[config.mk]
export PLATFORM = sky130hd
export DESIGN_NAME = dss_safety_stop
export DESIGN_NICKNAME = d
export VERILOG_FILES = /design/src/verilog/dss_pkg.sv /design/src/verilog/dss_safety_stop.sv
export SDC_FILE = /design/constraint.sdc
export NUM_CORES = 1
export LEC_CHECK = 0
export BUFFER_PORTS_ARGS = -buffer_cell sky130_fd_sc_hd__buf_2
export CAP_MARGIN = 20
export CORE_AREA = 2 2 149 93
export DETAILED_ROUTE_END_ITERATION = 16
export DIE_AREA = 0 0 151 95
export GPL_ROUTABILITY_DRIVEN = 0
export PLACE_DENSITY = 0.72
export SETUP_SLACK_MARGIN = 0.3
export SLEW_MARGIN = 10
export SYNTH_ARGS = -nofsm -noshare
export SYNTH_HDL_FRONTEND = slang
export SYNTH_SLANG_ARGS = --single-unit
[constraint.sdc]
create_clock -name i_clk_sys -period 7.69 [get_ports i_clk_sys]
set_input_delay 1.538 -clock i_clk_sys [delete_from_list [all_inputs] [get_ports i_clk_sys]]
set_output_delay 1.538 -clock i_clk_sys [all_outputs]
set_load 0.03 [all_outputs]
[src/verilog/dss_pkg.sv]
// constants, states and delay decoding for the dual-axis safety stop unit
`default_nettype none

package dss_pkg;

    ////////////////////////////////////////////////////////////////////////////
    // clock and time base
    localparam int SYS_CLK_KHZ    = 200000;
    localparam int TICK_MS        = 1;
    localparam int MS_TICK_CYCLES = SYS_CLK_KHZ * TICK_MS;
    localparam int TICK_W         = 18;

    // redundant input disagreement filter, milliseconds
    localparam int DISC_FILTER_MS = 10;

    ////////////////////////////////////////////////////////////////////////////
    // delay figures in milliseconds
    localparam int DLY_W = 16;
    localparam logic [DLY_W-1:0] DLY_0_MS    = 16'h0000;
    localparam logic [DLY_W-1:0] DLY_1P4_MS  = 16'h0578;
    localparam logic [DLY_W-1:0] DLY_2P8_MS  = 16'h0af0;
    localparam logic [DLY_W-1:0] DLY_5P6_MS  = 16'h15e0;
    localparam logic [DLY_W-1:0] DLY_9P8_MS  = 16'h2648;
    localparam logic [DLY_W-1:0] DLY_30P8_MS = 16'h7850;

    localparam int SW_W     = 4;
    localparam int NUM_AXIS = 2;
    localparam int AXIS_A   = 0;
    localparam int AXIS_B   = 1;

    ////////////////////////////////////////////////////////////////////////////
    // per-axis sequence
    typedef enum logic [1:0] {
        ST_TORQUE_OFF = 2'b00,
        ST_DRIVE      = 2'b01,
        ST_STOP_DELAY = 2'b10
    } dss_state_t;

    // switch value to {axis A delay, axis B delay}
    function automatic logic [2*DLY_W-1:0] dss_delay_pair(input logic [SW_W-1:0] code);
        logic [2*DLY_W-1:0] pair;
        pair = {DLY_0_MS, DLY_0_MS};
        case (code)
            4'h0: pair = {DLY_0_MS,    DLY_0_MS};
            4'h1: pair = {DLY_0_MS,    DLY_1P4_MS};
            4'h2: pair = {DLY_0_MS,    DLY_2P8_MS};
            4'h3: pair = {DLY_0_MS,    DLY_9P8_MS};
            4'h4: pair = {DLY_0_MS,    DLY_30P8_MS};
            4'h5: pair = {DLY_1P4_MS,  DLY_2P8_MS};
            4'h6: pair = {DLY_1P4_MS,  DLY_9P8_MS};
            4'h7: pair = {DLY_1P4_MS,  DLY_30P8_MS};
            4'h8: pair = {DLY_2P8_MS,  DLY_2P8_MS};
            4'h9: pair = {DLY_2P8_MS,  DLY_9P8_MS};
            4'ha: pair = {DLY_2P8_MS,  DLY_30P8_MS};
            4'hb: pair = {DLY_5P6_MS,  DLY_9P8_MS};
            4'hc: pair = {DLY_5P6_MS,  DLY_30P8_MS};
            4'hd: pair = {DLY_9P8_MS,  DLY_9P8_MS};
            4'he: pair = {DLY_9P8_MS,  DLY_30P8_MS};
            4'hf: pair = {DLY_30P8_MS, DLY_30P8_MS};
            default: pair = {DLY_0_MS, DLY_0_MS};
        endcase
        return pair;
    endfunction : dss_delay_pair

endpackage : dss_pkg

`default_nettype wire

[src/verilog/dss_safety_stop.sv]
// dual-axis safety stop logic: delayed torque-off outputs and indicators
`timescale 1ns/10ps
`default_nettype none

module dss_safety_stop #(
    parameter int P_MS_TICK_CYCLES = dss_pkg::MS_TICK_CYCLES
) (
    input  wire logic                     i_clk_sys,
    input  wire logic                     i_rst_b,
    input  wire logic [1:0]               i_start_reset_input,
    input  wire logic [1:0]               i_shutoff_input_one,
    input  wire logic [1:0]               i_shutoff_input_two,
    input  wire logic [dss_pkg::SW_W-1:0] i_delay_switch_one,
    input  wire logic [dss_pkg::SW_W-1:0] i_delay_switch_two,
    output logic      [1:0]               o_safe_output_one,
    output logic      [1:0]               o_safe_output_two,
    output logic      [1:0]               o_led_start_reset,
    output logic      [1:0]               o_led_shutoff_one,
    output logic      [1:0]               o_led_shutoff_two,
    output logic      [1:0]               o_led_torque_off_state,
    output logic      [1:0]               o_led_safe_output_one,
    output logic      [1:0]               o_led_safe_output_two,
    output logic      [1:0]               o_led_fault,
    output logic                          o_delay_match_indicator
);

    ////////////////////////////////////////////////////////////////////////////
    // millisecond time base shared by both axes

    localparam logic [dss_pkg::TICK_W-1:0] TICK_LAST = dss_pkg::TICK_W'(P_MS_TICK_CYCLES - 1);

    logic [dss_pkg::TICK_W-1:0] tick_cnt;
    wire                        ms_tick = (tick_cnt == TICK_LAST);

    always_ff @(posedge i_clk_sys or negedge i_rst_b) begin
        if (!i_rst_b) begin
            tick_cnt <= '0;
        end else begin
            tick_cnt <= ms_tick ? '0 : tick_cnt + 1'b1;
        end
    end

    ////////////////////////////////////////////////////////////////////////////
    // delay switch capture at power-up

    logic                     cfg_valid;
    logic [dss_pkg::SW_W-1:0] cfg_one;
    logic [dss_pkg::SW_W-1:0] cfg_two;

    // capture once
    // reset loads constants only; switches are sampled on the first clock after release
    always_ff @(posedge i_clk_sys or negedge i_rst_b) begin
        if (!i_rst_b) begin
            cfg_valid <= 1'b0;
            cfg_one   <= '0;
            cfg_two   <= '0;
        end else if (!cfg_valid) begin
            cfg_valid <= 1'b1;
            cfg_one   <= i_delay_switch_one;
            cfg_two   <= i_delay_switch_two;
        end
    end

    wire cfg_match      = (cfg_one == cfg_two);
    wire cfg_mismatch   = cfg_valid & ~cfg_match;
    // delay decode
    // both switches agree whenever an axis may run, so switch one alone is decoded
    wire [2*dss_pkg::DLY_W-1:0] delay_pair = dss_pkg::dss_delay_pair(cfg_one);

    always_ff @(posedge i_clk_sys or negedge i_rst_b) begin
        if (!i_rst_b) begin
            o_delay_match_indicator <= 1'b0;
        end else begin
            o_delay_match_indicator <= cfg_valid & cfg_match;
        end
    end

    ////////////////////////////////////////////////////////////////////////////
    // per-axis sequence

    genvar g;
    generate
        for (g = 0; g < dss_pkg::NUM_AXIS; g++) begin : g_axis
            wire [dss_pkg::DLY_W-1:0] axis_delay = (g == dss_pkg::AXIS_A)
                                                 ? delay_pair[2*dss_pkg::DLY_W-1:dss_pkg::DLY_W]
                                                 : delay_pair[dss_pkg::DLY_W-1:0];

            dss_pkg::dss_state_t       state;
            dss_pkg::dss_state_t       next_state;
            logic                      start_reset_input_prev;
            logic                      fault;
            logic [dss_pkg::DLY_W-1:0] dly_cnt;
            logic [dss_pkg::DLY_W-1:0] disc_cnt;

            wire run_ok      = i_shutoff_input_one[g] & i_shutoff_input_two[g];
            wire disagree    = i_shutoff_input_one[g] ^ i_shutoff_input_two[g];
            wire release_evt = start_reset_input_prev & ~i_start_reset_input[g];
            wire disc_trip   = disagree & (disc_cnt >= dss_pkg::DLY_W'(dss_pkg::DISC_FILTER_MS));
            wire next_fault  = fault | disc_trip | cfg_mismatch;
            // one extra tick guarantees at least the full delay despite tick phase
            wire dly_done    = ms_tick & (dly_cnt >= axis_delay);

            always_comb begin
                next_state = state;
                case (state)
                    dss_pkg::ST_TORQUE_OFF: begin
                        if (release_evt && run_ok && cfg_valid) begin
                            next_state = dss_pkg::ST_DRIVE;
                        end
                    end
                    dss_pkg::ST_DRIVE: begin
                        if (!run_ok) begin
                            next_state = (axis_delay == dss_pkg::DLY_0_MS)
                                       ? dss_pkg::ST_TORQUE_OFF : dss_pkg::ST_STOP_DELAY;
                        end
                    end
                    dss_pkg::ST_STOP_DELAY: begin
                        if (dly_done) begin
                            next_state = dss_pkg::ST_TORQUE_OFF;
                        end
                    end
                    default: next_state = dss_pkg::ST_TORQUE_OFF;
                endcase
                if (next_fault) begin
                    next_state = dss_pkg::ST_TORQUE_OFF;
                end
            end

            always_ff @(posedge i_clk_sys or negedge i_rst_b) begin
                if (!i_rst_b) begin
                    state     <= dss_pkg::ST_TORQUE_OFF;
                    start_reset_input_prev <= 1'b0;
                    fault     <= 1'b0;
                end else begin
                    state     <= next_state;
                    start_reset_input_prev <= i_start_reset_input[g];
                    fault     <= next_fault;
                end
            end

            always_ff @(posedge i_clk_sys or negedge i_rst_b) begin
                if (!i_rst_b) begin
                    dly_cnt <= '0;
                end else if (state != dss_pkg::ST_STOP_DELAY) begin
                    dly_cnt <= '0;
                end else if (ms_tick) begin
                    dly_cnt <= dly_cnt + 1'b1;
                end
            end

            always_ff @(posedge i_clk_sys or negedge i_rst_b) begin
                if (!i_rst_b) begin
                    disc_cnt <= '0;
                end else if (!disagree) begin
                    disc_cnt <= '0;
                end else if (ms_tick && !disc_trip) begin
                    disc_cnt <= disc_cnt + 1'b1;
                end
            end

            // outputs follow the state being entered so they never lag it
            wire next_drive = (next_state == dss_pkg::ST_DRIVE) | (next_state == dss_pkg::ST_STOP_DELAY);

            always_ff @(posedge i_clk_sys or negedge i_rst_b) begin
                if (!i_rst_b) begin
                    o_safe_output_one[g]      <= 1'b0;
                    o_safe_output_two[g]      <= 1'b0;
                    o_led_torque_off_state[g] <= 1'b1;
                    o_led_safe_output_one[g]  <= 1'b1;
                    o_led_safe_output_two[g]  <= 1'b1;
                    o_led_start_reset[g]      <= 1'b0;
                    o_led_shutoff_one[g]      <= 1'b0;
                    o_led_shutoff_two[g]      <= 1'b0;
                    o_led_fault[g]            <= 1'b0;
                end else begin
                    o_safe_output_one[g]      <= next_drive;
                    o_safe_output_two[g]      <= next_drive;
                    o_led_torque_off_state[g] <= ~next_drive;
                    o_led_safe_output_one[g]  <= ~next_drive;
                    o_led_safe_output_two[g]  <= ~next_drive;
                    o_led_start_reset[g]      <= i_start_reset_input[g];
                    o_led_shutoff_one[g]      <= ~i_shutoff_input_one[g];
                    o_led_shutoff_two[g]      <= ~i_shutoff_input_two[g];
                    o_led_fault[g]            <= next_fault;
                end
            end
        end
    endgenerate

endmodule : dss_safety_stop

`default_nettype wire

==> impl_metrics.py <==
metrics = {
    "global_route": {
        "grt_pass1_vias": 4041,
        "grt_max_degree": 84,
        "antenna_found_initial": 0,
        "overflow": 0,
        "grt_util_all_layers_pct": 18.0,
        "grt_pass1_wl_microns": 19900,
    },
    "detailed_routing": {
        "vias_per_cell": 5.41,
        "detail-route-antenna-nets": 0,
        "drtIter0Drc": 212,
        "wl_per_cell_microns": 16.0,
        "wl_microns": 12200,
        "num_vias": 4135,
        "dr_wl_met3_microns": 593,
        "drt-met1-wl_microns": 6060,
        "first_pass_iters": 5,
        "drc": 0,
        "dr_wl_met2_microns": 5420,
        "highest_layer": "met4",
    },
    "synthesis": {
        "ys_seq_area_share_pct": 47.5,
        "synth_top_flop_cell": "dfrtp_1",
        "syn_inst": 564,
        "synth-warning-count": 0,
        "synth_edf_count": 0,
        "ys_ff_latch": 108,
        "ys_types": 57,
        "synthArstFlopShare_pct": 100,
        "syn_nets": 620,
        "syn_area_sq_um": 5690,
        "syn_area_per_cell_sq_um": 10.1,
    },
    "timing": {
        "fin_crit_ns": 3.59,
        "drv_slew": 0,
        "relSlewSlack_pct": 43.5,
        "setup_ws_ns": 4.10,
        "tns_ns": 0,
        "rsz0062_at_grt": "false",
        "hold_slack_ns": 0.492,
        "fmax_mhz": 279,
        "setup_viol": 0,
        "worstMarginPinSlew_ns": 0.847,
        "fin_crit_sh_pct": 46.7,
        "final-hold-violation-count": 0,
        "fin_skew_ns": 0.00597,
    },
    "clock_network": {
        "postCtsHoldBufs": 0,
        "postCtsSetupRepairBufs": 0,
        "cts.sinks": 108,
        "clkLatencyLatePin_ns": 0.36,
        "clock_path_buffers": 2,
        "clkSlewWorstSetupHoldPaths_ns": 0.08,
        "htree_num_levels": 3,
        "cts_root_buffer": "clkbuf_16",
        "cts_tree": "done",
        "ctsResizeCount": 0,
        "numCtsBuffers": 9,
    },
    "worst_setup_path": {
        "required_ns": 7.96,
        "endpoint_kind": "register",
        "ff2ff_path_depth": 11,
        "worst_ep_arrival_time_ns": 3.87,
        "crit_type": "reg -> reg",
        "start_kind": "register",
        "critPathMaxFanout": 11,
    },
    "finish": {
        "drive_gt1_share_pct": 11.5,
        "fillers": 1206,
        "final_nets": 641,
        "postLayoutCoreUtil_pct": 47.8,
        "antenna-diode-count": 0,
        "area_delta_synth_final_pct": 10.2,
    },
    "die": {
        "num_rows": 33,
        "io_pins": 35,
        "core_sq_um": 13100,
        "start_util_pct": 43.3,
        "dieWidth_microns": 151,
        "die_y_microns": 95,
        "dieArea_sq_um": 14300,
    },
    "outcome": {
        "status": "finished, final reports clean",
    },
    "worst_hold_path": {
        "hold_depth": 1,
        "min_path_type": "reg -> reg",
    },
    "placed_design": {
        "place_hpwl_microns": 8930,
        "place_ws_ns": 4.19,
        "port_buffers": 34,
    },
    "power_and_ir_drop": {
        "ir_drop_uv": 110,
        "p_leak_uw": 0.00284,
        "power_density_nw_per_um2": 184,
    },
    "run": {
        "drv_cap": 0,
    },
}
-- layout make-up --
class / instances / area [sq um] / area share [%]
multi-input cells: 405 / 2750 / 43.8
flip-flops and latches: 108 / 2710 / 43.1
clock buffers: 9 / 225 / 3.59
repair buffers: 38 / 220 / 3.51
well taps: 175 / 219 / 3.49
inverters: 23 / 86.3 / 1.38
clock inverters: 7 / 67.6 / 1.08
-- cells in the mapped netlist (3+ instances only) --
| cell | count | area [sq um] |
|---|---|---|
| mux2_2 | 8 | 90.1 |
| and4b_1 | 3 | 30.0 |
| nand4_1 | 19 | 119 |
| o211a_1 | 3 | 30.0 |
| buf_1 | 4 | 15.0 |
| clkbuf_1 | 11 | 41.3 |
| a21oi_1 | 25 | 125 |
| and2_1 | 30 | 188 |
| nand3_1 | 15 | 75.1 |
| o21ai_0 | 12 | 60.1 |
| nor4_1 | 13 | 81.3 |
| xnor2_1 | 26 | 228 |
| dfrtp_1 | 106 | 2650 |
| a21o_1 | 5 | 37.5 |
| nor3_1 | 12 | 60.1 |
| xor2_1 | 24 | 210 |
| inv_1 | 23 | 86.3 |
| and4_1 | 3 | 26.3 |
| nand2b_1 | 7 | 43.8 |
| nor2b_1 | 11 | 68.8 |
| buf_4 | 10 | 75.1 |
| or3_1 | 4 | 25.0 |
| o31ai_1 | 4 | 30.0 |
| ha_1 | 40 | 500 |
| nor2_1 | 55 | 206 |
| and3_1 | 9 | 56.3 |
| nand2_1 | 40 | 150 |
-- state kept, by name, indices dropped and copies added, names as in the netlist --
signal / cells
o_led_safe_output_two: 2
o_led_fault: 2
g_axis.disc_cnt: 32
o_led_shutoff_two: 2
o_led_start_reset: 2
tick_cnt: 18
g_axis.state: 4
o_delay_match_indicator: 1
o_led_shutoff_one: 2
cfg_valid: 1
cfg_one: 4
g_axis.dly_cnt: 32
cfg_two: 4
o_safe_output_two: 2
-- cell usage in the layout, fill, tap and decap left out, types with 3 or more instances in the layout --
cell,netlist,routed
buf_4,10,3
mux2_2,8,8
and4b_1,3,3
nor4_1,13,13
o21ai_0,12,12
inv_1,23,23
and4_1,3,3
clkbuf_16,0,9
or3_1,4,4
xnor2_1,26,26
and3_1,9,9
and2_1,30,30
nand4_1,19,19
nor2b_1,11,11
buf_2,2,33
nor2_1,55,55
a21oi_1,25,25
nand2b_1,7,7
dfrtp_1,106,106
a21o_1,5,5
nor3_1,12,12
xor2_1,24,24
inv_6,0,3
o31ai_1,4,4
o211a_1,3,3
nand2_1,40,40
nand3_1,15,15
ha_1,40,40
-- where the power goes --
| group | switching [uW] | internal [uW] | total [uW] | leakage (uW) |
|---|---|---|---|---|
| combinational | 64.0 | 43.4 | 107 | 0.00125 |
| clock | 231 | 229 | 459 | 0.000145 |
| sequential | 14.5 | 573 | 588 | 0.00144 |
-- metrics by stage --
step | total power, uW | cell area (sq um) | cells
6_report | 1150 | 6270 | 765
5_1_grt | 1210 | 6270 | 765
3_5_place_dp | 706 | 5950 | 747
2_1_floorplan | 666 | 5690 | 564
4_1_cts | 1160 | 6240 | 763
3_3_place_gp | 698 | 5950 | 747
-- worst max-delay path, cell delays in order (launching register included) --
cell      delay (ns)
dfrtp_1         0.57
inv_1           0.17
ha_1            0.41
nor2b_1         0.20
o31ai_1         0.30
ha_1            0.29
and4b_1         0.18
o311a_1         0.32
a211o_1         0.27
a311oi_1        0.42
o211ai_1        0.19
a21oi_1         0.19
-- cell families after synthesis --
kind of cell / after synthesis / synth area share [%]
and+or+nand+nor: 234 / 21.9
adders and majority gates: 40 / 8.79
other: 1 / 0.0659
buffers and inverters: 51 / 4.20
AOI/OAI and AO/OA: 71 / 8.09
xor gates and xnor gates: 50 / 7.69
DFF: 108 / 47.5
muxes: 9 / 1.76
-- worst paths after layout --
kind	from	end	slack, ns
max in group asynchronous	i_rst_b	o_led_safe_output_two[1]$_DFF_PN1_	5.55
min reg2reg	tick_cnt[4]$_DFF_PN0_	tick_cnt[4]$_DFF_PN0_	0.49
max	cfg_one[0]$_DFFE_PN0N_	o_safe_output_two[1]$_DFF_PN0_	4.10
max reg2reg	cfg_one[0]$_DFFE_PN0N_	o_safe_output_two[1]$_DFF_PN0_	4.10
min	tick_cnt[4]$_DFF_PN0_	tick_cnt[4]$_DFF_PN0_	0.49
min in group asynchronous	i_rst_b	g_axis[0].dly_cnt[8]$_DFFE_PN0P_	1.09
-- routing by layer --
metal	global-route usage, %	vias to the layer above
met2	28.0	105
met3	5.07	17
met4	4.28	0
met5	0	-
met1	25.0	2025
li1	-	1988
(Power assumes the default switching activity.)
